### src/design/adccal_pkg.sv
package adccal_pkg;

	// Register map
	localparam logic [7:0] ADCCAL_CTRL_ADDR    = 8'hf5;
	localparam logic [7:0] ADCCAL_STAT_ADDR    = 8'hf6;
	localparam logic [7:0] ADCCAL_MASK_ADDR    = 8'hf7;
	localparam logic [7:0] ADCCAL_OFS_LO_ADDR  = 8'hf8;
	localparam logic [7:0] ADCCAL_OFS_HI_ADDR  = 8'hf9;
	localparam logic [7:0] ADCCAL_GAIN_LO_ADDR = 8'hfa;
	localparam logic [7:0] ADCCAL_GAIN_HI_ADDR = 8'hfb;

	// Control register fields
	localparam int ADCCAL_BUSY_BIT     = 7;
	localparam int ADCCAL_GAIN_BYP_BIT = 6;
	localparam int ADCCAL_AVG_HI_BIT   = 5;
	localparam int ADCCAL_AVG_LO_BIT   = 4;
	localparam int ADCCAL_OFS_BYP_BIT  = 3;
	localparam int ADCCAL_MODE_BIT     = 2;
	localparam int ADCCAL_TYPE_BIT     = 1;
	localparam int ADCCAL_START_BIT    = 0;
	localparam logic [7:0] ADCCAL_CTRL_RESET = 8'h00;

	// Averaging counts per bit decision
	localparam logic [5:0] ADCCAL_AVG_00 = 6'd15;
	localparam logic [5:0] ADCCAL_AVG_01 = 6'd1;
	localparam logic [5:0] ADCCAL_AVG_10 = 6'd31;
	localparam logic [5:0] ADCCAL_AVG_11 = 6'd63;

	// Interrupt status bits
	localparam int ADCCAL_IRQ_CAL_BIT  = 0;
	localparam int ADCCAL_IRQ_CONV_BIT = 1;
	localparam logic [1:0] ADCCAL_IRQ_RESET = 2'h0;

	// Coefficients: data width, reset values, gain scaling
	localparam int ADCCAL_DW = 12;
	localparam logic [11:0] ADCCAL_OFS_RESET  = 12'h000;
	localparam logic [11:0] ADCCAL_GAIN_RESET = 12'h800;
	localparam logic [11:0] ADCCAL_TRIAL_TOP  = 12'h800;
	localparam logic [3:0]  ADCCAL_TOP_BIT    = 4'hb;
	localparam int ADCCAL_GAIN_SHIFT = 11;

	// Channel codes and one-hot select positions
	localparam logic [3:0] ADCCAL_CH_LAST_EXT = 4'h5;
	localparam logic [3:0] ADCCAL_CH_TEMP     = 4'h8;
	localparam logic [3:0] ADCCAL_CH_VREF     = 4'hc;
	localparam int ADCCAL_CH_EN_W   = 11;
	localparam int ADCCAL_EN_TEMP   = 6;
	localparam int ADCCAL_EN_VREF   = 10;

	typedef enum logic [1:0] {
		ADCCAL_ST_IDLE = 2'b00,
		ADCCAL_ST_CONV = 2'b01,
		ADCCAL_ST_CAL  = 2'b10
	} adccal_state_e;

endpackage : adccal_pkg
### src/design/adccal_ctrl.sv
`timescale 1ns/1ps
`default_nettype none

// Overview of operation
// - Busy flag sits in control bit 7, read-only, high during conversion or calibration.
// - Busy drops by itself when the cycle that raised it has finished.
// - Bit 6 low applies the gain coefficient to results; high bypasses it.
// - Bit 3 low applies the offset coefficient to results; high bypasses it.
// - Bits 5:4 pick readings per bit decision: 15, 1, 31 or 63.
// - Bit 1 low runs zero-scale offset calibration; high runs full-scale gain.
// - Writing one to bit 0 launches calibration with current type and averaging.
// - Bit 0 clears itself when the calibration it launched completes.
// - Code 0111 selects nothing; 1000 to 1100 pick internal sources.
module adccal_ctrl
	import adccal_pkg::*;
(
	input  wire logic                      clk_sys,
	input  wire logic                      rstn,
	input  wire logic [7:0]                reg_addr,
	input  wire logic [7:0]                reg_wdata,
	input  wire logic                      reg_wr,
	input  wire logic                      reg_rd,
	output logic      [7:0]                reg_rdata,
	input  wire logic                      conv_start,
	input  wire logic                      raw_valid,
	input  wire logic [ADCCAL_DW-1:0]      raw_data,
	input  wire logic                      samp_valid,
	input  wire logic                      cmp_high,
	input  wire logic [3:0]                chan_code,
	output logic      [ADCCAL_CH_EN_W-1:0] chan_en,
	output logic                           cal_run,
	output logic                           cal_gain,
	output logic      [ADCCAL_DW-1:0]      cal_trial,
	output logic                           corr_valid,
	output logic      [ADCCAL_DW-1:0]      corr_data,
	output logic                           adc_busy,
	output logic                           irq
);

	// Readings needed per bit decision
	function automatic logic [5:0] avg_count(input logic [1:0] sel);
		unique case (sel)
			2'b00: avg_count = ADCCAL_AVG_00;
			2'b01: avg_count = ADCCAL_AVG_01;
			2'b10: avg_count = ADCCAL_AVG_10;
			2'b11: avg_count = ADCCAL_AVG_11;
		endcase
	endfunction : avg_count

	// One-hot mask of a coefficient bit
	function automatic logic [ADCCAL_DW-1:0] bit_mask(input logic [3:0] idx);
		bit_mask = ADCCAL_DW'(1) << idx;
	endfunction : bit_mask

	// Channel code to one-hot select
	function automatic logic [ADCCAL_CH_EN_W-1:0] chan_decode(input logic [3:0] code);
		chan_decode = '0;
		if (code <= ADCCAL_CH_LAST_EXT)
			chan_decode[code] = 1'b1;
		else if (code >= ADCCAL_CH_TEMP && code <= ADCCAL_CH_VREF)
			chan_decode[4'(ADCCAL_EN_TEMP) + (code - ADCCAL_CH_TEMP)] = 1'b1;
	endfunction : chan_decode

	adccal_state_e        state;
	adccal_state_e        next_state;
	logic [6:1]           ctrl_cfg;
	logic                 cal_start;
	logic [1:0]           avg_run;
	logic [ADCCAL_DW-1:0] ofs_coeff;
	logic [ADCCAL_DW-1:0] gain_coeff;
	logic [3:0]           bit_idx;
	logic [5:0]           rd_cnt;
	logic [5:0]           ones_cnt;
	logic [1:0]           irq_stat;
	logic [1:0]           irq_mask;
	logic [1:0]           next_irq_stat;
	logic [1:0]           next_irq_mask;

	logic                 wr_ctrl;
	logic [5:0]           n_need;
	logic [6:0]           ones_total;
	logic                 keep_bit;
	logic                 last_read;
	logic                 cal_fin;
	logic                 conv_fin;
	logic                 launch_cal;
	logic [ADCCAL_DW-1:0] decided;
	logic [ADCCAL_DW-1:0] ofs_applied;
	logic [ADCCAL_DW-1:0] gain_used;
	logic [2*ADCCAL_DW-1:0] product;
	logic [ADCCAL_DW-1:0] corrected;

	// Decode of events and calibration steps
	assign wr_ctrl    = reg_wr && reg_addr == ADCCAL_CTRL_ADDR;
	assign n_need     = avg_count(avg_run);
	assign ones_total = {1'b0, ones_cnt} + {6'h00, cmp_high};
	assign keep_bit   = {ones_total, 1'b0} < {2'b00, n_need}; // Majority says not too high
	assign last_read  = state == ADCCAL_ST_CAL && samp_valid && rd_cnt == n_need - 6'd1;
	assign cal_fin    = last_read && bit_idx == 4'h0;
	assign conv_fin   = state == ADCCAL_ST_CONV && raw_valid;
	assign launch_cal = state == ADCCAL_ST_IDLE && !conv_start && cal_start;
	assign decided    = keep_bit ? cal_trial : (cal_trial & ~bit_mask(bit_idx));

	// Next state; conversion request outranks a pending calibration
	always_comb begin
		next_state = state;
		unique case (state)
			ADCCAL_ST_IDLE: begin
				if (conv_start)
					next_state = ADCCAL_ST_CONV;
				else if (cal_start)
					next_state = ADCCAL_ST_CAL;
			end
			ADCCAL_ST_CONV: begin
				if (raw_valid)
					next_state = ADCCAL_ST_IDLE;
			end
			ADCCAL_ST_CAL: begin
				if (cal_fin)
					next_state = ADCCAL_ST_IDLE;
			end
			default: next_state = ADCCAL_ST_IDLE;
		endcase
	end

	// State register and flopped status outputs
	always_ff @(posedge clk_sys or negedge rstn) begin
		if (!rstn) begin
			state    <= ADCCAL_ST_IDLE;
			adc_busy <= 1'b0;
			cal_run  <= 1'b0;
		end else begin
			state    <= next_state;
			adc_busy <= next_state != ADCCAL_ST_IDLE;
			cal_run  <= next_state == ADCCAL_ST_CAL;
		end
	end

	// Configuration bits written by software
	always_ff @(posedge clk_sys or negedge rstn) begin
		if (!rstn)
			ctrl_cfg <= ADCCAL_CTRL_RESET[6:1];
		else if (wr_ctrl)
			ctrl_cfg <= reg_wdata[6:1];
	end

	// Start bit: set by a write of one, self-cleared on completion
	always_ff @(posedge clk_sys or negedge rstn) begin
		if (!rstn)
			cal_start <= ADCCAL_CTRL_RESET[ADCCAL_START_BIT];
		else if (cal_fin)
			cal_start <= 1'b0;
		else if (wr_ctrl && reg_wdata[ADCCAL_START_BIT])
			cal_start <= 1'b1;
	end

	// Successive search of the coefficient, one bit per averaged decision
	always_ff @(posedge clk_sys or negedge rstn) begin
		if (!rstn) begin
			cal_trial <= '0;
			bit_idx   <= '0;
			rd_cnt    <= '0;
			ones_cnt  <= '0;
			cal_gain  <= 1'b0;
			avg_run   <= 2'b00;
		end else if (launch_cal) begin
			cal_trial <= ADCCAL_TRIAL_TOP;
			bit_idx   <= ADCCAL_TOP_BIT;
			rd_cnt    <= '0;
			ones_cnt  <= '0;
			cal_gain  <= ctrl_cfg[ADCCAL_TYPE_BIT];
			avg_run   <= ctrl_cfg[ADCCAL_AVG_HI_BIT:ADCCAL_AVG_LO_BIT];
		end else if (last_read) begin
			cal_trial <= decided | (bit_mask(bit_idx) >> 1);
			bit_idx   <= cal_fin ? 4'h0 : bit_idx - 4'h1;
			rd_cnt    <= '0;
			ones_cnt  <= '0;
		end else if (state == ADCCAL_ST_CAL && samp_valid) begin
			rd_cnt    <= rd_cnt + 6'd1;
			ones_cnt  <= ones_total[5:0];
		end
	end

	// Stored coefficients take the search result
	always_ff @(posedge clk_sys or negedge rstn) begin
		if (!rstn) begin
			ofs_coeff  <= ADCCAL_OFS_RESET;
			gain_coeff <= ADCCAL_GAIN_RESET;
		end else if (cal_fin) begin
			if (cal_gain)
				gain_coeff <= decided;
			else
				ofs_coeff  <= decided;
		end
	end

	// Result correction: offset subtract, then gain scale with saturation
	always_comb begin
		if (ctrl_cfg[ADCCAL_OFS_BYP_BIT] || raw_data <= ofs_coeff)
			ofs_applied = ctrl_cfg[ADCCAL_OFS_BYP_BIT] ? raw_data : '0;
		else
			ofs_applied = raw_data - ofs_coeff;
		gain_used = ctrl_cfg[ADCCAL_GAIN_BYP_BIT] ? ADCCAL_GAIN_RESET : gain_coeff;
		product   = ofs_applied * gain_used;
		if (product[2*ADCCAL_DW-1])
			corrected = '1;
		else
			corrected = product[ADCCAL_GAIN_SHIFT +: ADCCAL_DW];
	end

	// Corrected result, one pulse per conversion
	always_ff @(posedge clk_sys or negedge rstn) begin
		if (!rstn) begin
			corr_valid <= 1'b0;
			corr_data  <= '0;
		end else begin
			corr_valid <= conv_fin;
			if (conv_fin)
				corr_data <= corrected;
		end
	end

	// Channel select decode
	always_ff @(posedge clk_sys or negedge rstn) begin
		if (!rstn)
			chan_en <= '0;
		else
			chan_en <= chan_decode(chan_code);
	end

	// Sticky event flags; a new event wins over a write-one clear
	always_comb begin
		next_irq_stat = irq_stat;
		next_irq_mask = irq_mask;
		if (reg_wr && reg_addr == ADCCAL_STAT_ADDR)
			next_irq_stat = irq_stat & ~reg_wdata[1:0];
		if (reg_wr && reg_addr == ADCCAL_MASK_ADDR)
			next_irq_mask = reg_wdata[1:0];
		next_irq_stat[ADCCAL_IRQ_CAL_BIT]  = next_irq_stat[ADCCAL_IRQ_CAL_BIT] | cal_fin;
		next_irq_stat[ADCCAL_IRQ_CONV_BIT] = next_irq_stat[ADCCAL_IRQ_CONV_BIT] | conv_fin;
	end

	// Interrupt registers and level output
	always_ff @(posedge clk_sys or negedge rstn) begin
		if (!rstn) begin
			irq_stat <= ADCCAL_IRQ_RESET;
			irq_mask <= ADCCAL_IRQ_RESET;
			irq      <= 1'b0;
		end else begin
			irq_stat <= next_irq_stat;
			irq_mask <= next_irq_mask;
			irq      <= |(next_irq_stat & next_irq_mask);
		end
	end

	// Read data, valid only in the cycle after the strobe
	always_ff @(posedge clk_sys or negedge rstn) begin
		if (!rstn)
			reg_rdata <= '0;
		else if (!reg_rd)
			reg_rdata <= '0;
		else begin
			unique case (reg_addr)
				ADCCAL_CTRL_ADDR:    reg_rdata <= {adc_busy, ctrl_cfg, cal_start};
				ADCCAL_STAT_ADDR:    reg_rdata <= {6'h00, irq_stat};
				ADCCAL_MASK_ADDR:    reg_rdata <= {6'h00, irq_mask};
				ADCCAL_OFS_LO_ADDR:  reg_rdata <= ofs_coeff[7:0];
				ADCCAL_OFS_HI_ADDR:  reg_rdata <= {4'h0, ofs_coeff[11:8]};
				ADCCAL_GAIN_LO_ADDR: reg_rdata <= gain_coeff[7:0];
				ADCCAL_GAIN_HI_ADDR: reg_rdata <= {4'h0, gain_coeff[11:8]};
				default:             reg_rdata <= 8'h00;
			endcase
		end
	end
endmodule : adccal_ctrl

`default_nettype wire

### config.mk
export PLATFORM = sky130hd
export DESIGN_NAME = adccal_ctrl
export DESIGN_NICKNAME = d
export VERILOG_FILES = /design/src/design/adccal_pkg.sv /design/src/design/adccal_ctrl.sv
export SDC_FILE = /design/constraint.sdc
export NUM_CORES = 1
export LEC_CHECK = 0
export ABC_AREA = 1
export BUFFER_PORTS_ARGS = -buffer_cell sky130_fd_sc_hd__buf_2
export CAP_MARGIN = 25
export CORE_MARGIN = 2
export CORE_UTILIZATION = 40
export CTS_CLUSTER_DIAMETER = 100
export DETAILED_ROUTE_END_ITERATION = 8
export GPL_ROUTABILITY_DRIVEN = 0
export SYNTH_ARGS = -nofsm -noshare
export SYNTH_HDL_FRONTEND = slang
export SYNTH_SLANG_ARGS = --single-unit
### constraint.sdc
create_clock -name clk_sys -period 7.8 [get_ports clk_sys]
set_input_delay 1.56 -clock clk_sys [delete_from_list [all_inputs] [get_ports clk_sys]]
set_output_delay 1.56 -clock clk_sys [all_outputs]
set_load 0.1 [all_outputs]
# Word-level counts from Yosys, hierarchy flattened
# Index checks and enable logic that the tools add are counted.
# Widths: inputs -> output; s select.
# totals
ff_bits	103
input_bits	40
out_inout_bits	48
wordCells	120
# op_classes
add_sub_neg	7
n_mul	1
n_lt_le_gt_ge	9
n_eq_ne	14
n_shift	1
muxes	34
n_bitwise	9
n_reduce_logical	25
# op_table
operator	count
$mux 12	7
$eq 8x8->1 const B	7
$pmux 8 s7	1
$mux 6	6
$mul 12x12->24	1
$pmux 6 s4	1
$mux 11	2
$logic_and 1x1->1	13
$and 12x12->12	1
$le 12x12->1	1
$mux 2	6
$mux 4	3
$not 12->12	1
$or 12x11->12	1
$shl 1x4->12 const A	1
$sub 12x12->12	1
$lt 4x5->1 const B	2
$demux 1 s4	2
$eq 2x2->1 const B	4
$ge 4x1->1 const B	2
$lt 8x6->1	1
$mux 8	1
$add 6x1->7	1
$add 6x1->6 const B	1
23 further kinds	33

# Depth between registers and ports, before layout
# Gate-level depths: netlist (run 1).
# logic_depth
ltp_word	9
depth_mapped	36
ltp_nobuf	36

# Worst setup path before layout (run 1)
# No wires, ideal clock.
# synth_timing
path_type	input to register
start	input raw_data[0]
end	register corr_data[7]
setup_time_ps	124
arrival_ps	7470
required_time_ps	7676
setup_slack_ps	206
stages	32
cell_sequence	inv_1 ha_1 inv_1 fa_1 nand3_1 nand3_2 a21oi_1 nor2_1 or3_1 a32oi_1 inv_2 nand2_1 fa_1 inv_1 fa_1 fa_1 fa_1 inv_1 fa_1 inv_1 ha_1 nand2_1 nor2_1 nand2_1 o211ai_1 inv_1 o21a_1 nand2_1 o21ai_1 nor2_2 buf_6 a2bb2oi_2
# synth_between
elab_chain_cells	5
# synth_rtl
element	line_no	text
from (decl)	adccal_ctrl.sv:26	input wire logic [ADCCAL_DW-1:0] raw_data,
$le 12x12->1	adccal_ctrl.sv:199	if (ctrl_cfg[ADCCAL_OFS_BYP_BIT] || raw_data <= ofs_coeff)
$logic_or 1x1->1	adccal_ctrl.sv:199	
$mux 12 *	adccal_ctrl.sv:199	
$mul 12x12->24 *	adccal_ctrl.sv:204	product = ofs_applied * gain_used;
$mux 12 *	adccal_ctrl.sv:205	if (product[2*ADCCAL_DW-1])
to (signal assigned)	adccal_ctrl.sv:219	corr_data <= corrected;
to (decl)	adccal_ctrl.sv:35	output logic [ADCCAL_DW-1:0] corr_data,
# Every way passes the cells marked *; elsewhere a longest branch is shown, timed or not.
# A chain may end at the register's enable or synchronous reset.

# Worst setup path after layout (run 1)
# layout_timing
start	input raw_data[0]
end	register corr_data[2]
# The elaborated chain is that of the path after synthesis.

==> impl_metrics.json, run 1 <==
{
  "status": "finished, final reports clean",
  "synthFlopType": "dfrtp_1",
  "p_leak_nw": 6.42,
  "cts_sinks": 103,
  "grt_max_degree": 74,
  "required_ps": 8040,
  "place_inst": 1746,
  "hold_path_depth": 2,
  "hold_violations": 0,
  "max_slew_margin_pct": 34.0,
  "synth_edf_count": 0,
  "row_count": 57,
  "period_minus_slack_ps": 7440,
  "cp-end-kind": "register",
  "p_clk_share_pct": 18.7,
  "switching_power_w": 0.00126,
  "pwr-share-seq_pct": 25.4,
  "crit_top_cell": "inv_1",
  "hold_class": "register to register",
  "grt_use_total_pct": 20.6,
  "drtPass1Iterations": 5,
  "syn_area_sq_mm": 0.0100,
  "crit_type": "primary input to register",
  "reg2reg_to": "corr_data[2]",
  "area_growth_pct": 19.6,
  "ys_ff_latch": 103,
  "fin_crit_sh_pct": 95.4,
  "cp_num_buf_inv": 10,
  "internal_power_w": 0.00135,
  "critical_path.max_stage_delay_ps": 540,
  "start_kind": "primary input",
  "crit_path_max_fanout": 6,
  "slowest_stage": "fa_1",
  "drive_above_1_share_pct": 18.5,
  "die-area_sq_mm": 0.0264,
  "critPathTopFamily": "adder cells",
  "rsz0062_at_grt": "false",
  "place_area_sq_mm": 0.0115,
  "port_buffers": 86,
  "antenna_found_initial": 1,
  "synthArstFlopShare_pct": 100,
  "synthesis.nets": 1482,
  "cts_max_path_buffers": 2,
  "final_common_cell": "inv_1",
  "switching_share_pct": 48.2,
  "crit_arrival_ps": 7680,
  "fin_skew_ps": 14.9,
  "r2r-start": "ofs_coeff[2]",
  "totalPowerFinal_w": 0.00261,
  "setup_tns_ps": 0,
  "dp.final_hpwl_mm": 21.2,
  "min-delay-start": "ctrl_cfg[2]",
  "report.final.slew_viol_count": 0,
  "seq_area_frac_synth_pct": 25.7,
  "cts_buffers": 9,
  "clk_pin_slew_ps": 90,
  "final_area_sq_mm": 0.0120,
  "htree_levels": 3,
  "combPwrFrac_pct": 55.9,
  "grt-ovfl-total": 0,
  "core_area_sq_mm": 0.0245,
  "grt_pass1_wl_mm": 43.2,
  "fin_cells": 1766,
  "final_cell_mix": "266 x inv_1, 258 x nand2_1, 124 x nor2_1, 102 x dfrtp_1, 99 x fa_1",
  "fp.dieH_um": 162,
  "io_pins": 88,
  "initial_core_util_pct": 41.0,
  "reg2reg_depth": 35,
  "routed_wl_mm": 25.8,
  "ant_nets": 0,
  "clk_latency_ps": 370,
  "r2r_slack_ps": 1180,
  "die_x_um": 162,
  "drt-initial-drc-count": 693,
  "cap_violations": 0,
  "worstHoldEndpoint": "ctrl_cfg[2]",
  "yosys.cell_types.count": 53,
  "drc_errors": 0,
  "irDropWorstVdd_mv": 0.163,
  "powerDensity_mw_per_mm2": 218,
  "syn_avg_cell_area_sq_um": 7.97,
  "viasPerCell": 4.93,
  "fin_nets": 1659,
  "cts_root_buffer": "clkbuf_16",
  "avgRoutedWirePerCell_um": 14.6,
  "yosysWarnings": 0,
  "syn_inst": 1259,
  "num_vias": 8714,
  "grt_pass1_vias": 8656,
  "worstMarginPinSlew_ps": 985,
  "cts_tree": "done",
  "finalSetupViolCount": 0,
  "clock.fmax_mhz": 134
}
worst reg2reg max path: cells and delay by family (launching register included):
family	cells	cell delay, ps
buffers and inverters	7	650
DFF	1	360
xor gates and xnor gates	1	90
AOI/OAI and AO/OA	10	1310
and+or+nand+nor	10	990
adders and majority gates	7	3110
power groups by stage:
stage | Clock, W | Combinational, W | Sequential [W]
2_1_floorplan | 0 | 0.000719 | 0.000973
3_3_place_gp | 0 | 0.00142 | 0.000672
3_5_place_dp | 0 | 0.00143 | 0.000674
4_1_cts | 0.000504 | 0.00144 | 0.000664
5_1_grt | 0.000527 | 0.00163 | 0.000673
6_report | 0.000490 | 0.00146 | 0.000664
state kept, by name, summed over array words and instances (netlist names):
register	flops
ctrl_cfg	6
gain_coeff	12
corr_data	12
cal_trial	12
irq_stat	2
chan_en	11
avg_run	2
adc_busy	1
cal_start	1
ones_cnt	6
cal_run	1
rd_cnt	6
corr_valid	1
irq_mask	2
irq	1
bit_idx	4
state	2
ofs_coeff	12
cal_gain	1
reg_rdata	8
synth_stat cells, types with 2 or more instances:
master | count | area share [%]
xor2_1 | 18 | 1.6
dfrtp_1 | 102 | 25
o21ai_1 | 11 | 0.55
a21oi_1 | 56 | 2.8
a21boi_2 | 2 | 0.22
nand2_2 | 3 | 0.19
nand4_1 | 4 | 0.25
inv_2 | 4 | 0.15
ha_1 | 83 | 10
buf_2 | 3 | 0.15
nand2_1 | 260 | 9.7
nor3_1 | 13 | 0.65
a211oi_1 | 2 | 0.15
or2_2 | 7 | 0.44
a2111oi_0 | 3 | 0.26
xnor2_1 | 8 | 0.70
o221ai_1 | 7 | 0.61
fa_1 | 100 | 20
inv_1 | 269 | 10
o211ai_1 | 3 | 0.22
a2bb2oi_2 | 9 | 1.3
o21a_1 | 2 | 0.15
nor2_1 | 127 | 4.7
nand3_2 | 4 | 0.40
nor4_1 | 2 | 0.12
o22ai_1 | 10 | 0.62
o21ai_0 | 77 | 3.8
o31ai_1 | 3 | 0.22
clkbuf_1 | 14 | 0.52
nor2_2 | 6 | 0.37
nand3_1 | 24 | 1.2
nand3b_1 | 2 | 0.15
logic make-up (layout without fill, tap and decap cells):
family | after synthesis | count (layout) | share of synthesized area [%]
adder cells (fa/ha/maj) | 183 | 183 | 30.3
flip-flops | 103 | 103 | 25.7
buffers and inverters | 293 | 475 | 11.1
other | 0 | 1 | 0
AO/OA/AOI/OAI | 199 | 199 | 12.2
XOR/XNOR | 26 | 26 | 2.27
AND/OR/NAND/NOR | 455 | 455 | 18.4
worst max path at each step:
stage / from / end / slack (ps) / depth (start not counted)
2_1_floorplan: raw_data[0] / corr_data[7] / 210 / 32
3_3_place_gp: raw_data[2] / corr_data[5] / -210 / 32
3_5_place_dp: raw_data[2] / corr_data[2] / -330 / 32
4_1_cts: raw_data[2] / corr_data[2] / 10 / 32
5_1_grt: raw_data[0] / corr_data[11] / 1 / 33
6_report: raw_data[0] / corr_data[2] / 360 / 34
metal layers:
layer	share of wire [%]	GRT usage (%)	vias to the layer above	wire length, um
met5	0	0	-	0
li1	-	-	4281	-
met3	6.3	3.11	38	1630
met1	48	30.5	4154	12300
met2	44	31.3	241	11300
met4	2.2	6.40	0	567
per-stage QoR:
step,util [%],hold WS (ps),setup WS (ps)
floorplan,-,445,206
global placement,47.1,471,-214
detailed placement,47.1,474,-332
CTS,48.4,497,12.5
global route,49.1,532,1.46
finish,49.1,494,362
cell type report:
type	instances	area (sq um)
Clock inverter	7	96.3
Multi-Input combinational cell	863	6480
Sequential cell	103	2580
Timing Repair Buffer	185	1190
Clock buffer	9	225
Inverter	274	1030
Tap cell	324	405
Fill cell	2416	12500
Antenna cell	1	2.50
repair_timing:
| action | 4_1_cts | 5_1_grt |
|---|---|---|
| gates resized for setup | 0 | 37 |
| hold buffers | 0 | 0 |
| setup buffers | 0 | 3 |
| endpoints found under the setup margin | 0 | 12 |
(Power assumes the default switching activity.)
==> run 2: changes to the inputs <==
- CORE_UTILIZATION: 40 -> 45
==> impl_metrics.json, run 2 (synthesized netlist as in run 1, its figures left out) <==
{
  "drtPass1Iterations": 6,
  "grt_pass1_wl_mm": 43.4,
  "viasPerCell": 5.03,
  "crit_type": "primary input to register",
  "grt_use_total_pct": 22.8,
  "report.final.slew_viol_count": 0,
  "hold_class": "register to register",
  "drive_above_1_share_pct": 20.3,
  "hold_path_depth": 2,
  "slowest_stage": "fa_1",
  "worstMarginPinSlew_ps": 988,
  "fin_cells": 1730,
  "place_area_sq_mm": 0.0115,
  "status": "finished, final reports clean",
  "htree_levels": 3,
  "final_area_sq_mm": 0.0121,
  "fin_nets": 1668,
  "drt-initial-drc-count": 544,
  "required_ps": 8040,
  "place_inst": 1703,
  "fin_skew_ps": 13.8,
  "grt_max_degree": 70,
  "powerDensity_mw_per_mm2": 220,
  "final_common_cell": "inv_1",
  "crit_arrival_ps": 7770,
  "crit_top_cell": "fa_1",
  "cts_sinks": 103,
  "crit_path_max_fanout": 5,
  "irDropWorstVdd_mv": 0.204,
  "routed_wl_mm": 25.6,
  "clock.fmax_mhz": 133,
  "fp.dieH_um": 153,
  "p_leak_nw": 6.47,
  "period_minus_slack_ps": 7530,
  "area_growth_pct": 20.4,
  "cts_tree": "done",
  "multi_input_area_sq_mm": 0.00656,
  "dp.final_hpwl_mm": 20.8,
  "critical_path.max_stage_delay_ps": 530,
  "num_vias": 8695,
  "cap_violations": 0,
  "die-area_sq_mm": 0.0235,
  "reg2reg_depth": 36,
  "fillers": 2052,
  "start_kind": "primary input",
  "setup_slack_ps": 274,
  "cts_buffers": 9,
  "cts_root_buffer": "clkbuf_16",
  "max_slew_margin_pct": 33.9,
  "grt_pass1_vias": 8763,
  "cp-end-kind": "register",
  "drc_errors": 0,
  "whs_ps": 500,
  "row_count": 54,
  "final_cell_mix": "263 x inv_1, 250 x nand2_1, 124 x nor2_1, 107 x buf_4, 102 x dfrtp_1",
  "utilization_pct": 55.2,
  "clk_pin_slew_ps": 80,
  "ant_nets": 0,
  "post-place-ws_ps": -328,
  "port_buffers": 86,
  "die_x_um": 153,
  "io_pins": 88,
  "avgRoutedWirePerCell_um": 14.8,
  "antenna_found_initial": 0,
  "core_area_sq_mm": 0.0219,
  "grt-ovfl-total": 0,
  "initial_core_util_pct": 45.9,
  "fin_crit_sh_pct": 96.5,
  "seqCellArea_sq_mm": 0.00258,
  "hold_violations": 0,
  "clk_latency_ps": 360,
  "antenna_cells": 0,
  "cts_max_path_buffers": 2,
  "finalSetupViolCount": 0
}
==> run 2: per-stage QoR <==
stage / power (W) / TNS [ps]
floorplan: 0.00169 / 0
global placement: 0.00210 / -2550
detailed placement: 0.00211 / -3620
CTS: 0.00262 / 0
global route: 0.00286 / -236
finish: 0.00266 / 0
==> run 2: layer usage <==
layer	vias up	wire length, um	global-route usage, %	part of all wire (%)
met4	0	534	5.94	2.1
met5	-	0	0	0
met3	43	1320	3.20	5.2
met2	222	11700	36.5	46
met1	4137	12000	32.8	47
li1	4293	-	-	-
==> run 2: critical path, delay by kind of cell <==
kind | cells | cell delay (ps)
adder cells (fa/ha/maj) | 7 | 3120
AND/OR/NAND/NOR | 11 | 1200
AO/OA/AOI/OAI | 9 | 960
buffers and inverters | 8 | 760
XOR/XNOR | 1 | 150
==> run 2: report_power, final <==
group	switching (W)	total (W)	internal, W
clock	0.000253	0.000491	0.000237
sequential	0.0000561	0.000664	0.000608
combinational	0.000968	0.00150	0.000532
total	0.00128	0.00266	0.00138
==> run 2: worst paths after layout <==
| path | from | endpoint | slack [ps] |
|---|---|---|---|
| setup / recovery | raw_data[2] | corr_data[4] | 270 |
| setup reg to reg | ofs_coeff[2] | corr_data[4] | 1100 |
| min in group asynchronous | rstn | rd_cnt[4] | 1130 |
| hold reg to reg | ctrl_cfg[5] | avg_run[1] | 500 |
| hold / removal | ctrl_cfg[5] | avg_run[1] | 500 |
| max in group asynchronous | rstn | gain_coeff[7] | 5440 |
==> run 2: area by class of cell <==
cell class / instances / share of cell area, %
clock buffers: 9 / 1.86
flip-flops and latches: 103 / 21.3
inverters: 274 / 8.55
well taps: 280 / 2.90
clock inverters: 7 / 0.797
multi-input cells: 863 / 54.2
repair buffers: 194 / 10.3
==> run 2: repair_timing <==
item / 4_1_cts / 5_1_grt
hold buffers: 0 / 0
setup endpoints to repair: 0 / 12
gates resized for setup: 0 / 57
setup buffers: 0 / 12
==> run 3: changes to the inputs <==
==> constraint.sdc (replaced) <==
create_clock -name clk_sys -period 7.8 [get_ports clk_sys]
set_input_delay 0.39 -clock clk_sys [delete_from_list [all_inputs] [get_ports clk_sys]]
set_output_delay 0.39 -clock clk_sys [all_outputs]
set_load 0.1 [all_outputs]
==> impl_metrics.json, run 3 (synthesized netlist as in run 1, its figures left out) <==
{
  "status": "finished, final reports clean",
  "worstMarginPinSlew_ps": 960,
  "fin_skew_ps": 17.1,
  "powerDensity_mw_per_mm2": 219,
  "setup_tns_ps": 0,
  "crit_top_cell": "inv_1",
  "cts_root_buffer": "clkbuf_16",
  "clk_pin_slew_ps": 90,
  "clk_latency_ps": 370,
  "core_area_sq_mm": 0.0219,
  "internal_power_w": 0.00123,
  "final_area_sq_mm": 0.0112,
  "grt_use_total_pct": 22.2,
  "reg2reg_to": "corr_data[4]",
  "p_clk_share_pct": 20.3,
  "critical_path.max_stage_delay_ps": 570,
  "post_cts_buffers": 0,
  "grt_max_degree": 68,
  "place_area_sq_mm": 0.0108,
  "totalPowerFinal_w": 0.00245,
  "r2r_slack_ps": 590,
  "grt-ovfl-total": 0,
  "combPwrFrac_pct": 52.5,
  "report.final.slew_viol_count": 0,
  "hold_violations": 0,
  "drt-initial-drc-count": 531,
  "finalSetupViolCount": 0,
  "cap_violations": 0,
  "die-area_sq_mm": 0.0235,
  "routed_wl_mm": 24.9,
  "num_vias": 8398,
  "cts_sinks": 103,
  "drc_errors": 0,
  "reg2reg_depth": 32,
  "io_pins": 88,
  "clock.fmax_mhz": 139,
  "pwr-share-seq_pct": 27.2,
  "antenna_cells": 0,
  "utilization_pct": 51.0,
  "required_ps": 8060,
  "drive_above_1_share_pct": 11.4,
  "area_growth_pct": 11.2,
  "ant_nets": 0,
  "final_common_cell": "inv_1",
  "crit_type": "register to register",
  "cts_max_path_buffers": 2,
  "start_kind": "register",
  "port_buffers": 86,
  "fin_cells": 1635,
  "initial_core_util_pct": 45.9,
  "cts_buffers": 9,
  "die_x_um": 153,
  "crit_path_max_fanout": 11,
  "final_cell_mix": "269 x inv_1, 260 x nand2_1, 127 x nor2_1, 102 x dfrtp_1, 100 x fa_1",
  "irDropWorstVdd_mv": 0.172,
  "cp-end-kind": "register",
  "r2r-start": "ofs_coeff[2]",
  "viasPerCell": 5.14,
  "antenna_found_initial": 0,
  "rsz0062_at_grt": "false",
  "fin_nets": 1573,
  "slowest_stage": "fa_1",
  "hold_path_depth": 3,
  "max_slew_margin_pct": 35.7,
  "avgRoutedWirePerCell_um": 15.2,
  "cts_tree": "done",
  "grt_pass1_vias": 8340,
  "fin_crit_sh_pct": 92.4,
  "htree_levels": 3,
  "place_inst": 1618,
  "switching_power_w": 0.00122,
  "row_count": 54,
  "crit_arrival_ps": 7470,
  "grt_pass1_wl_mm": 41.8,
  "fp.dieH_um": 153,
  "p_leak_nw": 5.99,
  "switching_share_pct": 49.9,
  "worstHoldEndpoint": "ctrl_cfg[3]",
  "period_minus_slack_ps": 7210,
  "hold_class": "primary input to register",
  "drtPass1Iterations": 5,
  "min-delay-start": "reg_wdata[3]",
  "dp.final_hpwl_mm": 20.3
}
run 3: cell types whose count changed in the layout (fill, tap and decap cells not counted), sizes merged:
cell         before  now
buf             194   98
clkinv            3    2
dlygate4sd3       0    1
inv             278  279
run 3: final cells by class:
| class | instances | area [sq um] |
|---|---|---|
| clock buffers | 9 | 225 |
| clock inverters | 7 | 93.8 |
| fillers | 2159 | 10700 |
| inverters | 274 | 1030 |
| multi-input cells | 863 | 6350 |
| flip-flops and latches | 103 | 2580 |
| well taps | 280 | 350 |
| repair buffers | 99 | 533 |
run 3: worst max path at each step:
stage            startpoint      endpoint  cells after the start
6_report       ofs_coeff[2]  corr_data[4]                     32
5_1_grt        ofs_coeff[4]  corr_data[4]                     32
4_1_cts        ofs_coeff[2]  corr_data[4]                     32
3_5_place_dp    raw_data[2]  corr_data[4]                     32
3_3_place_gp    raw_data[0]  corr_data[4]                     35
2_1_floorplan   raw_data[0]  corr_data[7]                     32
run 3: routing by layer:
metal  routed length, um  global-route usage (%)
met3                1470                    3.23
met4                 382                    5.72
met2               11400                    35.5
met1               11700                    31.9
met5                   0                       0
run 3: power groups by stage:
stage | Combinational (W) | Clock (W) | Sequential [W]
after floorplan | 0.000719 | 0 | 0.000973
after global placement | 0.00128 | 0 | 0.000673
after detailed placement | 0.00129 | 0 | 0.000676
after CTS | 0.00130 | 0.000511 | 0.000666
after global routing | 0.00144 | 0.000530 | 0.000679
final | 0.00129 | 0.000496 | 0.000666
run 3: worst max-delay path, delay by kind of cell, from the launching register on:
| kind | cells | cell delay (ps) |
|---|---|---|
| simple gates | 8 | 1050 |
| flops | 1 | 370 |
| compound gates | 9 | 1280 |
| fa+ha+maj | 7 | 3260 |
| xor+xnor | 1 | 180 |
| buf+inv | 7 | 940 |
run 3: through the flow:
step | worst slack (ps) | hold slack, ps
CTS | 507 | 227
floorplan | 1380 | 94.4
global placement | 510 | 381
global route | 58.9 | 227
detailed placement | 437 | 385
finish | 593 | 238
run 3: what timing repair did:
action	in CTS	in global routing
hold buffers	1	0
gates resized for setup	0	1
hold endpoints to repair	13	0
endpoints found under the setup margin	0	6
